### src/inc/ds3_rx_frame_pkg.sv
// constants shared by the ds3 receive framer control/status block
// assumes one 100 MHz clock and an axi4-lite register bus
package ds3_rx_frame_pkg;
    // ============================================================
    // register indices; byte address is four times the index
    localparam logic [7:0] IDX_TEST = 8'h0C;
    localparam logic [7:0] IDX_CFG = 8'h10;
    localparam logic [7:0] IDX_FAR = 8'h11;
    localparam logic [7:0] IDX_RXINT = 8'h13;
    localparam logic [7:0] IDX_MODE = 8'h1F;
    localparam logic [7:0] IDX_REG51 = 8'h51;
    // ============================================================
    // field positions
    localparam int CFG_AIS = 7;
    localparam int CFG_LOS = 6;
    localparam int CFG_IDLE = 5;
    localparam int CFG_OOF = 4;
    localparam int CFG_PAR = 2;
    localparam int CFG_FSEL = 1;
    localparam int CFG_MSEL = 0;
    localparam int TST_OHSRC = 7;
    localparam int TST_RXPCLK = 6;
    localparam int TST_TXPCLK = 5;
    localparam int TST_LOCK = 4;
    localparam int TST_CHK = 3;
    localparam int TST_GEN = 2;
    localparam int FAR_FERF = 5;
    localparam int FAR_AIC = 4;
    // ============================================================
    // values after reset and mode-dependent defaults
    localparam logic [7:0] CFG_RST = 8'h00;
    localparam logic [7:0] TEST_RST = 8'h00;
    localparam logic [7:0] FAR_RST = 8'h10;
    localparam logic [7:0] RXINT_CBIT = 8'h40;
    localparam logic [7:0] RXINT_M13 = 8'h00;
    localparam logic [7:0] REG51_M13 = 8'h6E;
    localparam logic [2:0] FEBE_CLEAN = 3'h7;
    localparam logic [2:0] FEBE_ERRED = 3'h3;
    // ============================================================
    // framing windows and thresholds
    localparam int F_WIN = 16;
    localparam logic [4:0] F_TH_STRICT = 5'h03;
    localparam logic [4:0] F_TH_LOOSE = 5'h06;
    localparam int M_WIN = 4;
    localparam logic [2:0] M_TH = 3'h3;
    localparam int P_WIN = 5;
    localparam logic [2:0] P_TH = 3'h2;
    localparam logic [5:0] AIC_SET_FRAMES = 6'h3F;
    localparam int AIC_HIST = 15;
    localparam logic [3:0] AIC_CLR_ZEROS = 4'h2;
    localparam logic [4:0] LOCK_MATCHES = 5'h10;
    // ============================================================
    // timing
    localparam int CLK_PERIOD_NS = 10;
    localparam int TX_BIT_NS = 40;
    localparam int TX_BIT_CYCLES = (TX_BIT_NS + CLK_PERIOD_NS - 1) / CLK_PERIOD_NS;
    localparam logic [1:0] RESP_OKAY = 2'h0;
    localparam logic [1:0] RESP_SLVERR = 2'h2;
    typedef enum logic [1:0] {ST_INFRAME = 2'b01, ST_SEARCH = 2'b10} frame_state_t;
endpackage

### src/rtl/ds3_rx_frame_maint_status.sv
// ds3 receive framer control and status with test-register controls
// assumes framer datapath events arrive as one-cycle pulses on aclk
// ============================================================
// Summary of operation
// - mode 0: pin pulses before each overhead bit
// - mode 1: pin is gapped payload clock
// - lock flag reports checker pattern synchronisation
// - checker enable bit turns checker on/off
// - generator enable bit turns generator on/off
// - defaults differ for m13 mode registers
// - alarm pattern flag follows ais detection
// - signal loss flag follows los detection
// - idle flag follows idle pattern detection
// - out-of-frame flag follows framer state
// - parity select adds p-bit check to acquisition
// - parity select: 2 of 5 errors reframes
// - f-bit errors 3 or 6 of 16
// - m-bit errors 3 of 4 or ignored
// - far-end status register layout
// - aic set after 63 ones, cleared by zeros
// - febe code from latest frame
//
// Added by the designer: register access over AXI4-Lite.
module ds3_rx_frame_maint_status import ds3_rx_frame_pkg::*; #(
    parameter int BIT_CYCLES = TX_BIT_CYCLES,
    parameter logic [7:0] REG51_CBIT = 8'h00
) (
    input wire logic aclk,
    input wire logic aresetn,
    input wire logic [11:0] s_axi_awaddr,
    input wire logic s_axi_awvalid,
    output logic s_axi_awready,
    input wire logic [31:0] s_axi_wdata,
    input wire logic [3:0] s_axi_wstrb,
    input wire logic s_axi_wvalid,
    output logic s_axi_wready,
    output logic [1:0] s_axi_bresp,
    output logic s_axi_bvalid,
    input wire logic s_axi_bready,
    input wire logic [11:0] s_axi_araddr,
    input wire logic s_axi_arvalid,
    output logic s_axi_arready,
    output logic [31:0] s_axi_rdata,
    output logic [1:0] s_axi_rresp,
    output logic s_axi_rvalid,
    input wire logic s_axi_rready,
    input wire logic ais_detect,
    input wire logic los_detect,
    input wire logic idle_detect,
    input wire logic ferf_detect,
    input wire logic f_bit_valid,
    input wire logic f_bit_error,
    input wire logic m_bit_valid,
    input wire logic m_bit_error,
    input wire logic p_check_valid,
    input wire logic p_bit_error,
    input wire logic acq_fm_found,
    input wire logic acq_parity_ok,
    input wire logic frame_end,
    input wire logic aic_bit,
    input wire logic [2:0] febe_value,
    input wire logic rx_payload_valid,
    input wire logic rx_payload_bit,
    input wire logic tx_overhead_next,
    input wire logic tx_serial_payload_in,
    output logic tx_overhead_marker_pin,
    output logic tx_payload_valid,
    output logic tx_payload_bit,
    output logic rx_gapped_clock_sel,
    output logic tx_overhead_from_serial,
    output logic m13_mode
);
    // ============================================================
    // register state
    logic [2:0] cfg_r;
    logic [7:0] test_r;
    logic mode_r;
    logic [7:0] far_r;
    frame_state_t state_r, state_nxt;
    logic aw_got_r, w_got_r;
    logic [7:0] aw_idx_r;
    logic [7:0] wdata_r;
    logic wstrb_r;
    logic bvalid_r, rvalid_r;
    logic [1:0] bresp_r, rresp_r;
    logic [31:0] rdata_r;

    function automatic logic [7:0] idx_of(input logic [11:0] addr);
        return addr[9:2];
    endfunction

    function automatic logic mapped(input logic [7:0] idx);
        return idx == IDX_TEST || idx == IDX_CFG || idx == IDX_FAR ||
               idx == IDX_RXINT || idx == IDX_MODE || idx == IDX_REG51;
    endfunction

    // ============================================================
    // axi4-lite write path: address and data taken in either order
    wire logic do_write = aw_got_r && w_got_r && !bvalid_r;
    wire logic wr_hit = do_write && wstrb_r;
    wire logic wr_cfg = wr_hit && aw_idx_r == IDX_CFG;
    wire logic wr_test = wr_hit && aw_idx_r == IDX_TEST;
    wire logic wr_mode = wr_hit && aw_idx_r == IDX_MODE;
    assign s_axi_awready = !aw_got_r && !bvalid_r;
    assign s_axi_wready = !w_got_r && !bvalid_r;
    assign s_axi_bvalid = bvalid_r;
    assign s_axi_bresp = bresp_r;

    always_ff @(posedge aclk) begin
        if (!aresetn) begin
            aw_got_r <= 1'b0;
            w_got_r <= 1'b0;
            aw_idx_r <= 8'h00;
            wdata_r <= 8'h00;
            wstrb_r <= 1'b0;
            bvalid_r <= 1'b0;
            bresp_r <= RESP_OKAY;
        end else begin
            if (s_axi_awvalid && s_axi_awready) begin
                aw_got_r <= 1'b1;
                aw_idx_r <= idx_of(s_axi_awaddr);
            end
            if (s_axi_wvalid && s_axi_wready) begin
                w_got_r <= 1'b1;
                wdata_r <= s_axi_wdata[7:0];
                wstrb_r <= s_axi_wstrb[0];
            end
            if (do_write) begin
                aw_got_r <= 1'b0;
                w_got_r <= 1'b0;
                bvalid_r <= 1'b1;
                bresp_r <= mapped(aw_idx_r) ? RESP_OKAY : RESP_SLVERR;
            end else if (bvalid_r && s_axi_bready) begin
                bvalid_r <= 1'b0;
            end
        end
    end

    // ============================================================
    // writable fields; read-only and reserved bits drop writes
    always_ff @(posedge aclk) begin
        if (!aresetn) begin
            cfg_r <= CFG_RST[2:0];
            test_r <= TEST_RST;
            mode_r <= 1'b0;
        end else begin
            if (wr_cfg) begin
                cfg_r <= wdata_r[2:0];
            end
            if (wr_test) begin
                test_r <= {wdata_r[7:5], 1'b0, wdata_r[3:2], 2'b00};
            end
            if (wr_mode) begin
                mode_r <= wdata_r[0];
            end
        end
    end

    wire logic par_sel = cfg_r[CFG_PAR];
    wire logic f_sel = cfg_r[CFG_FSEL];
    wire logic m_sel = cfg_r[CFG_MSEL];
    wire logic chk_en = test_r[TST_CHK];
    wire logic gen_en = test_r[TST_GEN];
    wire logic pclk_mode = test_r[TST_TXPCLK];
    assign rx_gapped_clock_sel = test_r[TST_RXPCLK];
    assign tx_overhead_from_serial = test_r[TST_OHSRC];
    assign m13_mode = mode_r;

    // ============================================================
    // frame maintenance windows
    logic [4:0] f_cnt;
    logic [2:0] m_cnt;
    logic [2:0] p_cnt;
    wire logic searching = state_r == ST_SEARCH;

    err_window #(.DEPTH(F_WIN), .CW(5)) u_f_win (
        .aclk(aclk), .aresetn(aresetn), .clear(searching),
        .valid(f_bit_valid), .err(f_bit_error), .count(f_cnt)
    );
    err_window #(.DEPTH(M_WIN), .CW(3)) u_m_win (
        .aclk(aclk), .aresetn(aresetn), .clear(searching),
        .valid(m_bit_valid), .err(m_bit_error), .count(m_cnt)
    );
    err_window #(.DEPTH(P_WIN), .CW(3)) u_p_win (
        .aclk(aclk), .aresetn(aresetn), .clear(searching),
        .valid(p_check_valid), .err(p_bit_error), .count(p_cnt)
    );

    wire logic [4:0] f_th = f_sel ? F_TH_STRICT : F_TH_LOOSE;
    wire logic f_fail = f_cnt >= f_th;
    wire logic m_fail = m_sel && m_cnt >= M_TH;
    wire logic p_fail = par_sel && p_cnt >= P_TH;
    wire logic acq_ok = acq_fm_found && (!par_sel || acq_parity_ok);

    always_comb begin
        state_nxt = state_r;
        unique case (state_r)
            ST_INFRAME: begin
                if (f_fail || m_fail || p_fail) begin
                    state_nxt = ST_SEARCH;
                end
            end
            ST_SEARCH: begin
                if (acq_ok) begin
                    state_nxt = ST_INFRAME;
                end
            end
            default: state_nxt = ST_SEARCH;
        endcase
    end

    // starts in frame so the status reads its documented zero after reset
    always_ff @(posedge aclk) begin
        if (!aresetn) begin
            state_r <= ST_INFRAME;
        end else begin
            state_r <= state_nxt;
        end
    end

    // ============================================================
    // far-end indications
    logic [5:0] aic_run_r;
    logic [AIC_HIST-1:0] aic_hist_r;
    logic [3:0] aic_zeros;
    always_comb begin
        aic_zeros = 4'h0;
        for (int i = 0; i < AIC_HIST; i++) begin
            aic_zeros = aic_zeros + {3'b000, !aic_hist_r[i]};
        end
    end
    wire logic [AIC_HIST-1:0] aic_hist_nxt = {aic_hist_r[AIC_HIST-2:0], aic_bit};
    wire logic aic_set = frame_end && aic_bit && aic_run_r >= AIC_SET_FRAMES - 6'h01;

    // history starts all ones, so a single zero after reset keeps the flag
    always_ff @(posedge aclk) begin
        if (!aresetn) begin
            far_r <= mode_r ? 8'h00 : FAR_RST;
            aic_run_r <= 6'h00;
            aic_hist_r <= '1;
        end else begin
            far_r[7:6] <= 2'b00;
            far_r[3] <= 1'b0;
            far_r[FAR_FERF] <= ferf_detect;
            if (frame_end) begin
                far_r[2:0] <= febe_value;
                aic_hist_r <= aic_hist_nxt;
                aic_run_r <= !aic_bit ? 6'h00 : (aic_run_r == AIC_SET_FRAMES) ? aic_run_r :
                             aic_run_r + 6'h01;
                if (aic_set) begin
                    far_r[FAR_AIC] <= 1'b1;
                end else if (aic_zeros >= AIC_CLR_ZEROS ||
                             (!aic_bit && aic_zeros >= AIC_CLR_ZEROS - 4'h1)) begin
                    far_r[FAR_AIC] <= 1'b0;
                end
            end
            if (wr_mode && wdata_r[0] != mode_r) begin
                far_r[FAR_AIC] <= !wdata_r[0];
            end
        end
    end

    // ============================================================
    // transmit overhead marker / gapped payload clock
    logic [7:0] bit_cnt_r;
    logic oh_mark_r, oh_proc_r, pin_r;
    logic txv_r, txb_r;
    wire logic bit_tick = bit_cnt_r == 8'(BIT_CYCLES - 1);
    wire logic first_half = bit_cnt_r < 8'(BIT_CYCLES / 2);
    wire logic pin_nxt = pclk_mode ? (first_half && !oh_proc_r) : oh_mark_r;
    wire logic gen_bit;
    wire logic gen_tick = bit_tick && !oh_proc_r;

    always_ff @(posedge aclk) begin
        if (!aresetn) begin
            bit_cnt_r <= 8'h00;
            oh_mark_r <= 1'b0;
            oh_proc_r <= 1'b0;
            pin_r <= 1'b0;
            txv_r <= 1'b0;
            txb_r <= 1'b0;
        end else begin
            bit_cnt_r <= bit_tick ? 8'h00 : bit_cnt_r + 8'h01;
            pin_r <= pin_nxt;
            txv_r <= gen_tick;
            if (bit_tick) begin
                oh_mark_r <= tx_overhead_next;
                oh_proc_r <= oh_mark_r;
            end
            // sampled at the period end, one clock (a quarter period) after the falling edge
            if (gen_tick) begin
                txb_r <= gen_en ? gen_bit : tx_serial_payload_in;
            end
        end
    end
    assign tx_overhead_marker_pin = pin_r;
    assign tx_payload_valid = txv_r;
    assign tx_payload_bit = txb_r;

    // ============================================================
    // pattern generator and checker
    logic lock_raw;
    prbs_unit u_prbs (
        .aclk(aclk), .aresetn(aresetn),
        .gen_en(gen_en), .gen_tick(gen_tick), .gen_bit(gen_bit),
        .chk_en(chk_en), .chk_valid(rx_payload_valid), .chk_bit(rx_payload_bit),
        .lock(lock_raw)
    );

    // ============================================================
    // read path; reserved bit 3 of the config register reads zero
    wire logic [7:0] ar_idx = idx_of(s_axi_araddr);
    wire logic [7:0] cfg_rd = {ais_detect, los_detect, idle_detect, searching, 1'b0, cfg_r};
    wire logic [7:0] test_rd = {test_r[7:5], lock_raw, test_r[3:2], 2'b00};
    wire logic [7:0] rd_byte =
        (ar_idx == IDX_CFG) ? cfg_rd :
        (ar_idx == IDX_FAR) ? far_r :
        (ar_idx == IDX_TEST) ? test_rd :
        (ar_idx == IDX_RXINT) ? (mode_r ? RXINT_M13 : RXINT_CBIT) :
        (ar_idx == IDX_REG51) ? (mode_r ? REG51_M13 : REG51_CBIT) :
        (ar_idx == IDX_MODE) ? {7'h00, mode_r} : 8'h00;
    assign s_axi_arready = !rvalid_r;
    assign s_axi_rvalid = rvalid_r;
    assign s_axi_rdata = rdata_r;
    assign s_axi_rresp = rresp_r;

    always_ff @(posedge aclk) begin
        if (!aresetn) begin
            rvalid_r <= 1'b0;
            rdata_r <= 32'h0000_0000;
            rresp_r <= RESP_OKAY;
        end else if (s_axi_arvalid && s_axi_arready) begin
            rvalid_r <= 1'b1;
            rdata_r <= {24'h000000, rd_byte};
            rresp_r <= mapped(ar_idx) ? RESP_OKAY : RESP_SLVERR;
        end else if (rvalid_r && s_axi_rready) begin
            rvalid_r <= 1'b0;
        end
    end

    // ============================================================
    // assertions
    AST_F_STRICT: assert property (@(posedge aclk) disable iff (!aresetn)
        state_r == ST_INFRAME && f_sel && f_cnt >= 5'h03 |=> state_r == ST_SEARCH)
        else $error("f-bit 3 of 16 did not declare oof");
    AST_F_LOOSE: assert property (@(posedge aclk) disable iff (!aresetn)
        state_r == ST_INFRAME && !f_sel && f_cnt < 5'h06 && !m_fail && !p_fail
        |=> state_r == ST_INFRAME)
        else $error("oof declared below 6 of 16 f-bit errors");
    AST_M_IGNORED: assert property (@(posedge aclk) disable iff (!aresetn)
        state_r == ST_INFRAME && !m_sel && !f_fail && !p_fail |=> state_r == ST_INFRAME)
        else $error("m-bit errors caused oof while ignored");
    AST_M_FAIL: assert property (@(posedge aclk) disable iff (!aresetn)
        state_r == ST_INFRAME && m_sel && m_cnt >= 3'h3 |=> searching)
        else $error("m-bit 3 of 4 did not declare oof");
    AST_P_FAIL: assert property (@(posedge aclk) disable iff (!aresetn)
        state_r == ST_INFRAME && par_sel && p_cnt >= 3'h2 |=> searching)
        else $error("p-bit 2 of 5 did not start a search");
    AST_ACQ_PARITY: assert property (@(posedge aclk) disable iff (!aresetn)
        searching && par_sel && !acq_parity_ok |=> searching)
        else $error("in-frame without parity");
    AST_OOF_FLAG: assert property (@(posedge aclk) disable iff (!aresetn)
        s_axi_arvalid && s_axi_arready && ar_idx == IDX_CFG
        |=> s_axi_rdata[CFG_OOF] == $past(searching) && s_axi_rdata[3] == 1'b0)
        else $error("oof flag readback wrong");
    AST_FEBE: assert property (@(posedge aclk) disable iff (!aresetn)
        frame_end |=> far_r[2:0] == $past(febe_value))
        else $error("febe not loaded");
    AST_GAP: assert property (@(posedge aclk) disable iff (!aresetn)
        pclk_mode && oh_proc_r && $past(pclk_mode) && $past(oh_proc_r) |=> !pin_r)
        else $error("gapped clock edge during overhead bit");
    AST_MARK: assert property (@(posedge aclk) disable iff (!aresetn)
        !pclk_mode |=> pin_r == $past(oh_mark_r))
        else $error("overhead marker does not track pending overhead");
    AST_LOCK_OFF: assert property (@(posedge aclk) disable iff (!aresetn)
        !chk_en |=> !lock_raw)
        else $error("lock reported with checker off");
    AST_WR_RESP: assert property (@(posedge aclk) disable iff (!aresetn)
        do_write |=> s_axi_bvalid && ((s_axi_bresp == RESP_SLVERR) == !mapped(aw_idx_r)))
        else $error("write response wrong");

    COV_OOF: cover property (@(posedge aclk) disable iff (!aresetn)
        state_r == ST_INFRAME ##1 state_r == ST_SEARCH);
    COV_REACQ: cover property (@(posedge aclk) disable iff (!aresetn)
        searching ##1 state_r == ST_INFRAME);
    COV_LOCK: cover property (@(posedge aclk) disable iff (!aresetn) $rose(lock_raw));
    COV_AIC: cover property (@(posedge aclk) disable iff (!aresetn) $fell(far_r[FAR_AIC]));
endmodule

### src/rtl/err_window.sv
// sliding-window error counter over the last DEPTH checked bits
// assumes valid marks one checked bit; clear empties the window
module err_window import ds3_rx_frame_pkg::*; #(
    parameter int DEPTH = 16,
    parameter int CW = 5
) (
    input wire logic aclk,
    input wire logic aresetn,
    input wire logic clear,
    input wire logic valid,
    input wire logic err,
    output logic [CW-1:0] count
);
    logic [DEPTH-1:0] hist_r;
    logic [CW-1:0] count_r;
    wire logic [CW-1:0] in_w = {{(CW-1){1'b0}}, err};
    wire logic [CW-1:0] out_w = {{(CW-1){1'b0}}, hist_r[DEPTH-1]};
    wire logic [CW-1:0] count_nxt = CW'(count_r + in_w - out_w);

    // ============================================================
    // window update
    always_ff @(posedge aclk) begin
        if (!aresetn || clear) begin
            hist_r <= '0;
            count_r <= '0;
        end else if (valid) begin
            hist_r <= {hist_r[DEPTH-2:0], err};
            count_r <= count_nxt;
        end
    end
    assign count = count_r;
endmodule

### src/rtl/prbs_unit.sv
// pattern generator and self-synchronising checker, x^15 + x^14 + 1
// assumes ticks and valids are one-cycle pulses at the bit rate
module prbs_unit import ds3_rx_frame_pkg::*; (
    input wire logic aclk,
    input wire logic aresetn,
    input wire logic gen_en,
    input wire logic gen_tick,
    output logic gen_bit,
    input wire logic chk_en,
    input wire logic chk_valid,
    input wire logic chk_bit,
    output logic lock
);
    logic [14:0] gen_r;
    logic [14:0] chk_r;
    logic [4:0] match_r;
    logic lock_r;
    wire logic gen_fb = gen_r[14] ^ gen_r[13];
    wire logic chk_match = (chk_r[14] ^ chk_r[13]) == chk_bit;

    // ============================================================
    // generator; never seeded all-zero
    always_ff @(posedge aclk) begin
        if (!aresetn || !gen_en) begin
            gen_r <= 15'h7FFF;
        end else if (gen_tick) begin
            gen_r <= {gen_r[13:0], gen_fb};
        end
    end
    assign gen_bit = gen_r[14];

    // ============================================================
    // checker: one mismatch drops lock, a run of matches takes it
    always_ff @(posedge aclk) begin
        if (!aresetn || !chk_en) begin
            chk_r <= '0;
            match_r <= '0;
            lock_r <= 1'b0;
        end else if (chk_valid) begin
            chk_r <= {chk_r[13:0], chk_bit};
            match_r <= !chk_match ? 5'h00 : (match_r == LOCK_MATCHES) ? match_r : match_r + 5'h01;
            lock_r <= chk_match && (lock_r || match_r == LOCK_MATCHES - 5'h01);
        end
    end
    assign lock = lock_r;
endmodule

### config.mk
export PLATFORM = sky130hd
export DESIGN_NAME = ds3_rx_frame_maint_status
export DESIGN_NICKNAME = d
export VERILOG_FILES = /design/src/inc/ds3_rx_frame_pkg.sv /design/src/rtl/ds3_rx_frame_maint_status.sv /design/src/rtl/err_window.sv /design/src/rtl/prbs_unit.sv
export SDC_FILE = /design/constraint.sdc
export NUM_CORES = 1
export LEC_CHECK = 0
export ABC_AREA = 1
export BUFFER_PORTS_ARGS = -buffer_cell sky130_fd_sc_hd__buf_4
export CAP_MARGIN = 20
export CORE_ASPECT_RATIO = 1.75
export CORE_MARGIN = 2
export CORE_UTILIZATION = 50
export DETAILED_ROUTE_END_ITERATION = 8
export HOLD_SLACK_MARGIN = 0.06
export PLACE_DENSITY = 0.73
export SETUP_SLACK_MARGIN = 0.5
export SLEW_MARGIN = 20
export SYNTH_ARGS = -nofsm -noshare
export SYNTH_HDL_FRONTEND = slang
export SYNTH_SLANG_ARGS = --single-unit
export TNS_END_PERCENT = 1
### constraint.sdc
create_clock -name aclk -period 3.75 [get_ports aclk]
set_input_delay 0.1875 -clock aclk [delete_from_list [all_inputs] [get_ports aclk]]
set_output_delay 0.1875 -clock aclk [all_outputs]
set_load 0.01 [all_outputs]
Word level (Yosys, flattened, before mapping)

Cells that the tools add are included.

Bits in registers: 158
Input port bits: 88
Output and inout port bits: 47
Logic and storage cells: 202

Add/subtract/negate cells: 23
$lt $le $gt $ge: 7
Equal/unequal tests: 27
Mux-type cells: 31
Bitwise logic cells: 3
Reduce and logical (&&, ||, !) cells: 75

Operators with widths:

| operator                                                                      | number |
|---|---|
| 8-bit by 5-bit == test with 1-bit output (second input constant)              | 8 |
| 4-bit by 1-bit adder with 4-bit output                                        | 11 |
| 7-bit two-way mux                                                             | 4 |
| 1-bit zero test                                                               | 26 |
| 8-bit two-way mux                                                             | 3 |
| 1-bit logical AND                                                             | 23 |
| 1-bit logical OR                                                              | 18 |
| 6-bit two-way mux                                                             | 3 |
| 8-bit by 4-bit == test with 1-bit output (second input constant)              | 2 |
| 8-bit by 7-bit == test with 1-bit output (second input constant)              | 2 |
| 5-bit two-way mux                                                             | 3 |
| 1-bit two-way mux                                                             | 11 |
| 8-bit by 1-bit adder with 8-bit output (second input constant)                | 1 |
| 8-bit by 2-bit == test with 1-bit output (second input constant)              | 1 |
| 8-bit by 2-bit less-than comparator with 1-bit output (second input constant) | 1 |
| 2-bit two-way mux                                                             | 4 |
| 2-bit != test (second input constant)                                         | 4 |
| 2-bit AND reduction                                                           | 4 |
| 3-bit by 1-bit adder with 3-bit output                                        | 2 |
| 6-bit by 1-bit adder with 6-bit output (second input constant)                | 1 |
| 6-bit == test (second input constant)                                         | 1 |
| 3-bit by 2-bit >= comparator with 1-bit output (second input constant)        | 2 |
| 6-bit >= comparator (second input constant)                                   | 1 |
| 3-bit two-way mux                                                             | 2 |
| 24 further kinds                                                              | 28 |

Logic depth before layout (Yosys ltp)

Gate-level depths: netlist of the first run.

Depth in word-level cells: 23
Mapped depth: 15
Depth with buffers taken out: 15

Hierarchy

From an unflattened synthesis of the first run, not the netlist that was laid out.

Cell total of the unflattened synthesis: 980
Area total of the unflattened synthesis: 7315.8 um2

By module, submodules not included:

| module                    | times used | cells each | area an instance (um2) | seq. area each (um2) |
|---|---|---|---|---|
| ds3_rx_frame_maint_status | 1          | 577        | 4224.1                 | 1641.6 |
| prbs_unit                 | 1          | 185        | 1410.1                 | 720.7 |
| err_window at u_f_win     | 1          | 126        | 968.4                  | 420.4 |
| err_window at u_p_win     | 1          | 48         | 372.9                  | 160.2 |
| err_window at u_m_win     | 1          | 44         | 340.3                  | 140.1 |

Worst setup path before layout of the first run

OpenSTA, ideal clock, no wires.

Path kind: reg2reg
From: reg aic_hist_r[0]
To: reg far_r[4] (enable)
Library setup time: 246 ps
Arrival: 3645 ps
Required time: 3504 ps
Setup slack: -141 ps
Cell stages (with the launch flop): 12
Buffers on the path: 0
Period minus slack after synthesis: 3891 ps
Cell sequence: dfxtp_1 > fa_1 > inv_1 > fa_1 > fa_1 > fa_1 > fa_1 > fa_1 > nor3_1 > o2111ai_1 > o21ai_0 > nand2_1

Cells in the longest elaborated chain, start to end: 20
Elaborated cells on any way between the ends: 21
Those cells by class: 14 x add/sub; 2 x order compare; 1 x eq/ne; 4 x reduce/logical

Ends and longest elaborated chain:

| element                                                     | RTL line                         | source |
|---|---|---|
| start, declared                                             | ds3_rx_frame_maint_status.sv:224 | `logic [AIC_HIST-1:0] aic_hist_r;` |
| start signal, assigned                                      | ds3_rx_frame_maint_status.sv:247 | `aic_hist_r <= aic_hist_nxt;` |
| 1-bit zero test *                                           | ds3_rx_frame_maint_status.sv:229 | `aic_zeros = aic_zeros + {3'b000, !aic_hist_r[i]};` |
| 1-bit by 1-bit adder with 2-bit output *                    | ds3_rx_frame_maint_status.sv:229 |  |
| 2-bit by 1-bit adder with 3-bit output *                    | ds3_rx_frame_maint_status.sv:229 |  |
| 3-bit by 1-bit adder with 4-bit output *                    | ds3_rx_frame_maint_status.sv:229 |  |
| 4-bit by 1-bit adder with 4-bit output * (11 in a row)      | ds3_rx_frame_maint_status.sv:229 |  |
| 4-bit by 1-bit >= comparator with 1-bit output              | ds3_rx_frame_maint_status.sv:253 | `(!aic_bit && aic_zeros >= AIC_CLR_ZEROS - 4'h1)) begin` |
| 1-bit logical AND                                           | ds3_rx_frame_maint_status.sv:253 |  |
| 1-bit logical OR *                                          | ds3_rx_frame_maint_status.sv:252 | `end else if (aic_zeros >= AIC_CLR_ZEROS \|\|` |
| 4-bit by 1-bit != test with 1-bit output (no source line) * | --                               |  |
| 2-bit AND reduction (no source line) *                      | --                               |  |
| end signal, assigned                                        | ds3_rx_frame_maint_status.sv:238 | `far_r <= mode_r ? 8'h00 : FAR_RST;` |
| end signal, assigned by index                               | ds3_rx_frame_maint_status.sv:244 | `far_r[FAR_FERF] <= ferf_detect;` |
| end signal, assigned by index                               | ds3_rx_frame_maint_status.sv:258 | `far_r[FAR_AIC] <= !wdata_r[0];` |
| end, declared                                               | ds3_rx_frame_maint_status.sv:78  | `logic [7:0] far_r;` |

Mark *: on every way between the ends. The rest lies on a longest branch, timed or not.
A chain may end at the register's enable or synchronous reset.

Worst setup path in the final report of the first run

From: reg aic_hist_r[5]
To: reg far_r[4] (enable)

Cells in the longest elaborated chain, start to end: 16
Elaborated cells on any way between the ends: 17
Those cells by class: 10 x add/sub; 2 x order compare; 1 x eq/ne; 4 x reduce/logical

Ends and longest elaborated chain:

| element                                                     | RTL line |
|---|---|
| 1-bit zero test *                                           | ds3_rx_frame_maint_status.sv:229 |
| 4-bit by 1-bit adder with 4-bit output * (10 in a row)      | ds3_rx_frame_maint_status.sv:229 |
| 4-bit by 1-bit >= comparator with 1-bit output              | ds3_rx_frame_maint_status.sv:253 |
| 1-bit logical AND                                           | ds3_rx_frame_maint_status.sv:253 |
| 1-bit logical OR *                                          | ds3_rx_frame_maint_status.sv:252 |
| 4-bit by 1-bit != test with 1-bit output (no source line) * | -- |
| 2-bit AND reduction (no source line) *                      | -- |

Marked as above.

==> results of run 1 <==
==> power groups by stage <==
stage | Clock [uW] | Combinational (uW) | Sequential [uW]
2_1_floorplan | 0 | 373 | 1760
3_3_place_gp | 0 | 479 | 1760
3_5_place_dp | 0 | 498 | 1760
4_1_cts | 1690 | 528 | 1730
5_1_grt | 1750 | 602 | 1740
6_report | 1660 | 523 | 1730
==> timing repair <==
action,in CTS,in global routing
resized for setup,2,1
setup endpoints to repair,1,1
endpoints found under the hold margin,24,0
hold buffers,24,0
==> area by class of cell <==
| cell class | instances | area share |
|---|---|---|
| Clock inverter | 14 | 0.0163 |
| Inverter | 111 | 0.0485 |
| Tap cell | 180 | 0.0262 |
| Multi-Input combinational cell | 656 | 0.402 |
| Clock buffer | 18 | 0.0512 |
| Timing Repair Buffer | 102 | 0.0962 |
| Sequential cell | 152 | 0.359 |
==> per-stage QoR <==
stage                util  hold WS, ns  worst slack [ns]
finish              0.604       0.0593            -0.231
global route        0.604       0.0722            -0.372
CTS                 0.604       0.0625            -0.236
detailed placement  0.546        0.389            -0.246
global placement    0.546        0.391            -0.130
floorplan               -        0.285           -0.0240
==> logic make-up (layout without fill, tap and decap cells) <==
family,count (synthesis),in the layout,share of synthesized area
AOI/OAI and AO/OA,173,173,0.127
adders and majority gates,36,36,0.0761
buffers and inverters,169,245,0.107
muxes,1,1,0.00139
and+or+nand+nor,406,406,0.244
DFF,152,152,0.428
xor gates and xnor gates,14,14,0.0170
other,1,26,0.000520
==> how the worst min path moves through the flow <==
stage | start | end | slack [ns] | cells after the start
after CTS | s_axi_wdata[0] | wdata_r[0] | 0.06 | 3
after global placement | ferf_detect | far_r[5] | 0.39 | 3
after global routing | s_axi_wdata[0] | wdata_r[0] | 0.07 | 3
final | s_axi_wdata[0] | wdata_r[0] | 0.06 | 3
after detailed placement | ferf_detect | far_r[5] | 0.39 | 3
after floorplan | ferf_detect | far_r[5] | 0.29 | 2
==> cell usage after synthesis (5+ instances only) <==
| library cell | instances |
|---|---|
| inv_2 | 7 |
| a21oi_1 | 97 |
| xor2_1 | 9 |
| nand3_1 | 64 |
| inv_1 | 102 |
| ha_1 | 23 |
| buf_4 | 27 |
| o21ai_0 | 56 |
| buf_2 | 15 |
| nor2_4 | 5 |
| o211ai_1 | 8 |
| nand2_1 | 202 |
| clkbuf_1 | 13 |
| fa_1 | 13 |
| nor2_2 | 11 |
| xnor2_1 | 5 |
| nor3_1 | 6 |
| nand4_1 | 9 |
| nand2_2 | 5 |
| dfxtp_1 | 148 |
| nor2_1 | 94 |
==> tightest hold or removal path: cells and delay by family <==
| kind | cells | cell delay, ns |
|---|---|---|
| buf+inv | 1 | 0.07 |
| compound gates | 2 | 0.18 |
==> state kept, by name (all words and copies together), names as in the netlist, 6 cells and up <==
signal	flops
aic_hist_r	15
u_prbs.gen_r	15
bit_cnt_r	8
u_f_win.hist_r	16
u_prbs.chk_r	15
wdata_r	7
aw_idx_r	8
aic_run_r	6
s_axi_rdata	8
==> layer usage <==
metal | up-vias | GRT usage | routed length (um)
li1 | 3184 | - | -
met1 | 2815 | 0.220 | 6070
met2 | 102 | 0.375 | 8040
met3 | 29 | 0.0324 | 472
met4 | 0 | 0.0949 | 389
met5 | - | 0 | 0
==> flow_metrics.py, run 1 <==
metrics = {
    "power": {
        "p_leak_uw": 0.00382,
        "cell_internal_pwr_uw": 2850,
        "p_seq_frac": 0.442,
        "pwr-share-clk": 0.425,
        "p_sw_frac": 0.272,
        "p_switching_uw": 1060,
        "ir_worst_vdd_mv": 0.394,
        "power.total_uw": 3920,
        "combPwrFrac": 0.134,
        "powerDensity_nw_per_um2": 456,
    },
    "synth": {
        "synth_largest_area_cell": "dfxtp_1",
        "synthesis.instances": 952,
        "avgSynthCellArea_um2": 7.57,
        "synth_cell_types": 44,
        "ys_ff_latch": 152,
        "synth_edf_count": 4,
        "ys_seq_area_frac": 0.428,
        "netlist_area_um2": 7210,
        "synth.area.top_cells": "dfxtp_1, nand2_1, a21oi_1, inv_1, nor2_1",
        "async_flop_share": 0,
        "yosys.area.top_type_share": 0.411,
        "synth_flop_cell": "dfxtp_1",
        "ys_warn_count": 0,
    },
    "placed_design": {
        "hpwl_um": 10900,
        "port_buffers": 72,
        "gp_congestion": 0.853,
        "dpl_cell_area_um2": 7760,
        "dp_cells": 1177,
    },
    "route": {
        "dr.pass1.iters": 4,
        "via_count": 6130,
        "vias_per_cell": 4.97,
        "drtIter0Drc": 175,
        "drc": 0,
        "wire_per_inst_um": 12.1,
        "wirelength_um": 15000,
        "ant_nets": 0,
    },
    "timing": {
        "setup_viol": 1,
        "layout_worst_path_cycle_share": 1.06,
        "skew_ns": 0.00973,
        "slew_headroom": 0.570,
        "max_freq_mhz": 251,
        "finalCriticalPeriod_ns": 3.98,
        "finalWorstSetupSlack_ns": -0.231,
        "rsz0062_at_grt": "yes",
        "tightest_slew_ns": 0.644,
        "hold_viol": 0,
        "slew_violations": 0,
        "setup_tns_ns": -0.231,
    },
    "clock_tree": {
        "cts.root.buffer_cell": "clkbuf_16",
        "post-cts-setup-buffer-count": 0,
        "clkTransAtPathRegs_ns": 0.07,
        "cts_tree": "yes",
        "h-tree-depth": 4,
        "insertion_delay_ns": 0.43,
        "clockBufferDepth": 2,
        "cts.sinks": 152,
        "numCtsBuffers": 17,
    },
    "grt": {
        "antenna_found_initial": 0,
        "grtUsageTotal": 0.203,
        "grt_pass1_wl_um": 25100,
        "grt_pass1_vias": 5813,
        "overflow": 0,
        "grt_max_degree": 51,
    },
    "worst_setup_path": {
        "crit_start": "aic_hist_r[5]",
        "r2r_cells": 11,
        "cp-end-kind": "flip-flop",
        "critPathMostFrequentCell": "fa_1",
        "crit_chain": "fa_1 -> inv_2 -> fa_1 -> fa_1 -> fa_1 -> fa_2 -> fa_1 -> nor3_2 -> o2111ai_1 -> o21ai_1 -> nand2_1",
        "worst_ep_arrival_time_ns": 4.17,
        "startpoint_type": "flip-flop",
        "reg2reg_from": "aic_hist_r[5]",
        "crit_buf_inv": 1,
        "path_max_fanout": 2,
        "reg2reg_slack_ns": -0.23,
        "crit_family": "adder cells",
        "crit_path_top_delay_cell": "fa_1",
        "worstSetupPathType": "reg2reg",
        "cp.depth": 11,
        "crit_path_max_incr_delay_ns": 0.54,
        "reg2reg_to": "far_r[4]",
        "crit_required_ns": 3.94,
        "endpoint": "far_r[4]",
    },
    "finish": {
        "final_cells": 1233,
        "nNetsFinal": 1164,
        "seq_area_um2": 3080,
        "multiInputGateArea_um2": 3450,
        "drive_above_1_share": 0.141,
        "layout_commonest_cell": "nand2_1",
        "fin_area_um2": 8590,
        "n_antenna_cell": 0,
        "nFillCells": 1359,
        "final_cell_mix": "nand2_1, dfxtp_1, inv_1, a21oi_1, nor2_1",
        "area_growth_syn_to_layout_pct": 19.2,
    },
    "run_status": {
        "violations": "negative setup slack",
        "status": "finished with violations",
    },
    "floorplanning": {
        "dieArea_um2": 15400,
        "rows": 58,
        "die_w_um": 94.7,
        "core_area_um2": 14200,
        "start_util": 0.507,
        "io_pins": 135,
        "dieHeight_um": 163,
    },
    "worst_hold_path": {
        "hold_class": "in2reg",
    },
    "flow_run": {
        "drv_cap": 0,
    },
}
Power figures use the tool's default switching activity.
==> run 2, diff against run 1 <==
--- a/config.mk
+++ b/config.mk
@@ -5,7 +5,6 @@
 export SDC_FILE = /design/constraint.sdc
 export NUM_CORES = 1
 export LEC_CHECK = 0
-export ABC_AREA = 1
 export BUFFER_PORTS_ARGS = -buffer_cell sky130_fd_sc_hd__buf_4
 export CAP_MARGIN = 20
 export CORE_ASPECT_RATIO = 1.75
==> flow_metrics.py, run 2 <==
metrics = {
    "run_status": {
        "status": "finished with violations",
        "violations": "negative setup slack",
    },
    "synth": {
        "synth.area.top_cells": "dfxtp_1, mux2i_1, nand2_1, nor2_1, ha_1",
        "synth_flop_cell": "dfxtp_1",
        "netlist_top_cells_count": "dfxtp_1, nand2_1, nor2_1",
        "ys_ff_latch": 152,
        "async_flop_share": 0,
        "synth_edf_count": 4,
        "synth_cell_types": 59,
        "yosys.area.top_type_share": 0.419,
        "synth_largest_area_cell": "dfxtp_1",
        "ys_seq_area_frac": 0.436,
        "avgSynthCellArea_um2": 9.02,
        "synthesis.instances": 784,
        "netlist_area_um2": 7080,
        "yosysMostFrequentCell": "dfxtp_1",
        "ys_warn_count": 0,
    },
    "route": {
        "wire_per_inst_um": 13.7,
        "ant_nets": 0,
        "route.met3.wl_um": 558,
        "wl_met1_um": 6010,
        "drc": 0,
        "wirelength_um": 14600,
        "vias_per_cell": 5.23,
        "dr_wl_met2_um": 7660,
        "highest_layer": "met4",
        "via_count": 5564,
        "drtIter0Drc": 182,
        "dr.pass1.iters": 5,
    },
    "clock_tree": {
        "post-cts-setup-buffer-count": 0,
        "cts.root.buffer_cell": "clkbuf_16",
        "clkTransAtPathRegs_ns": 0.06,
        "cts.sinks": 152,
        "numCtsBuffers": 17,
        "insertion_delay_ns": 0.42,
        "h-tree-depth": 4,
        "cts_tree": "yes",
        "clockBufferDepth": 2,
    },
    "finish": {
        "area_growth_syn_to_layout_pct": 20.7,
        "drive_above_1_share": 0.138,
        "final_cell_mix": "dfxtp_1, nand2_1, nor2_1, buf_4, mux2i_1",
        "seq_area_um2": 3080,
        "fin_area_um2": 8540,
        "layout_commonest_cell": "dfxtp_1",
        "nFillCells": 1226,
        "n_antenna_cell": 0,
        "multiInputGateArea_um2": 3520,
        "largest-register": "u_f_win.hist_r",
        "largest_reg_flops": 16,
        "nNetsFinal": 998,
    },
    "grt": {
        "overflow": 0,
        "grtUsageTotal": 0.198,
        "grt_pass1_wl_um": 24000,
        "grt_max_degree": 43,
        "grt_pass1_vias": 5220,
        "antenna_found_initial": 0,
    },
    "timing": {
        "hold_viol": 0,
        "slew_violations": 0,
        "setup_viol": 1,
        "finalWorstSetupSlack_ns": -0.0506,
        "skew_ns": 0.00995,
        "rsz0062_at_grt": "yes",
        "max_freq_mhz": 263,
        "setup_tns_ns": -0.0506,
        "slew_headroom": 0.498,
        "finalCriticalPeriod_ns": 3.80,
        "tightest_slew_ns": 0.751,
        "layout_worst_path_cycle_share": 1.01,
    },
    "power": {
        "powerDensity_nw_per_um2": 483,
        "ir_worst_vdd_mv": 0.290,
        "p_leak_uw": 0.00374,
    },
    "worst_setup_path": {
        "path_max_fanout": 2,
        "cp-end-kind": "flip-flop",
        "worstSetupPathType": "reg2reg",
        "critPathMostFrequentCell": "fa_1",
        "crit_chain": "fa_1 -> inv_1 -> fa_1 -> fa_1 -> fa_1 -> fa_2 -> fa_2 -> a211oi_2 -> o21ai_1 -> o21ai_1 -> o21ai_1",
        "crit_required_ns": 3.87,
        "crit_path_max_incr_delay_ns": 0.54,
        "crit_path_top_delay_cell": "fa_1",
        "reg2reg_slack_ns": -0.05,
        "startpoint_type": "flip-flop",
        "r2r_cells": 11,
        "worst_ep_arrival_time_ns": 3.92,
    },
    "placed_design": {
        "port_buffers": 72,
        "hpwl_um": 9950,
        "gp_congestion": 0.835,
        "dpl_cell_area_um2": 7580,
    },
    "floorplanning": {
        "core_area_um2": 13800,
        "io_pins": 135,
        "rows": 57,
        "die_w_um": 93.9,
        "start_util": 0.511,
        "dieArea_um2": 15200,
        "dieHeight_um": 161,
    },
    "worst_hold_path": {
        "holdPathStages": 2,
        "hold_class": "in2reg",
    },
    "flow_run": {
        "drv_cap": 0,
    },
}
[run 2: worst paths after layout]
kind                                    start         end
worst max-delay path            aic_hist_r[5]    far_r[4]
worst min-delay path            febe_value[0]    far_r[0]
worst max register to register  aic_hist_r[5]    far_r[4]
worst min register to register     wdata_r[5]  wdata_r[5]
[run 2: through the flow]
stage                     std cells  total power (uW)  utilization  worst slack (ns)  hold slack, ns
after detailed placement       1001              2300        0.548            -0.140           0.375
after floorplan                 809              2180            -           -0.0152           0.285
final                          1063              4130        0.617           -0.0506          0.0754
after global placement         1001              2290        0.548           -0.0978           0.374
after global routing           1063              4310        0.617            -0.178          0.0687
after CTS                      1063              4160        0.617            -0.102          0.0604
[run 2: cells by family (layout without fill, tap and decap cells)]
logic type	count (synthesis)	after routing	synth area share
xor gates and xnor gates	20	20	0.0269
other	1	26	0.000530
and+or+nand+nor	292	292	0.191
buffers and inverters	112	189	0.0821
muxes	63	63	0.0891
DFF	152	152	0.436
adders and majority gates	36	36	0.0775
AOI/OAI and AO/OA	108	108	0.0971
[run 2: final cells by class]
class                   instances  area share
clock buffers                  21      0.0552
clock inverters                10      0.0196
inverters                      49      0.0215
multi-input cells             545       0.412
flip-flops and latches        152       0.361
well taps                     177      0.0259
repair buffers                109       0.105
[run 2: routing by layer]
metal	vias to the layer above	GRT usage
met4	0	0.0863
met5	-	0
li1	2772	-
met3	33	0.0410
met1	2618	0.229
met2	141	0.346
[run 2: repair_timing]
| item | CTS | global route |
|---|---|---|
| pin swaps | 2 | 1 |
| endpoints found under the hold margin | 31 | 0 |
| gates resized for setup | 2 | 2 |
| endpoints found under the setup margin | 1 | 1 |
| hold buffers | 31 | 0 |
[run 2: report_power, final]
| part | internal [uW] | switching (uW) | total [uW] |
|---|---|---|---|
| sequential | 1700 | 53.1 | 1750 |
| combinational | 254 | 301 | 555 |
| clock | 1170 | 653 | 1820 |
| total | 3120 | 1010 | 4130 |
[run 2: critical path: cells and delay by family, from the launching register on]
family	cells	cell delay, ns
flip-flops	1	0.33
buffers and inverters	1	0.06
adder cells (fa/ha/maj)	6	2.85
AO/OA/AOI/OAI	4	0.28
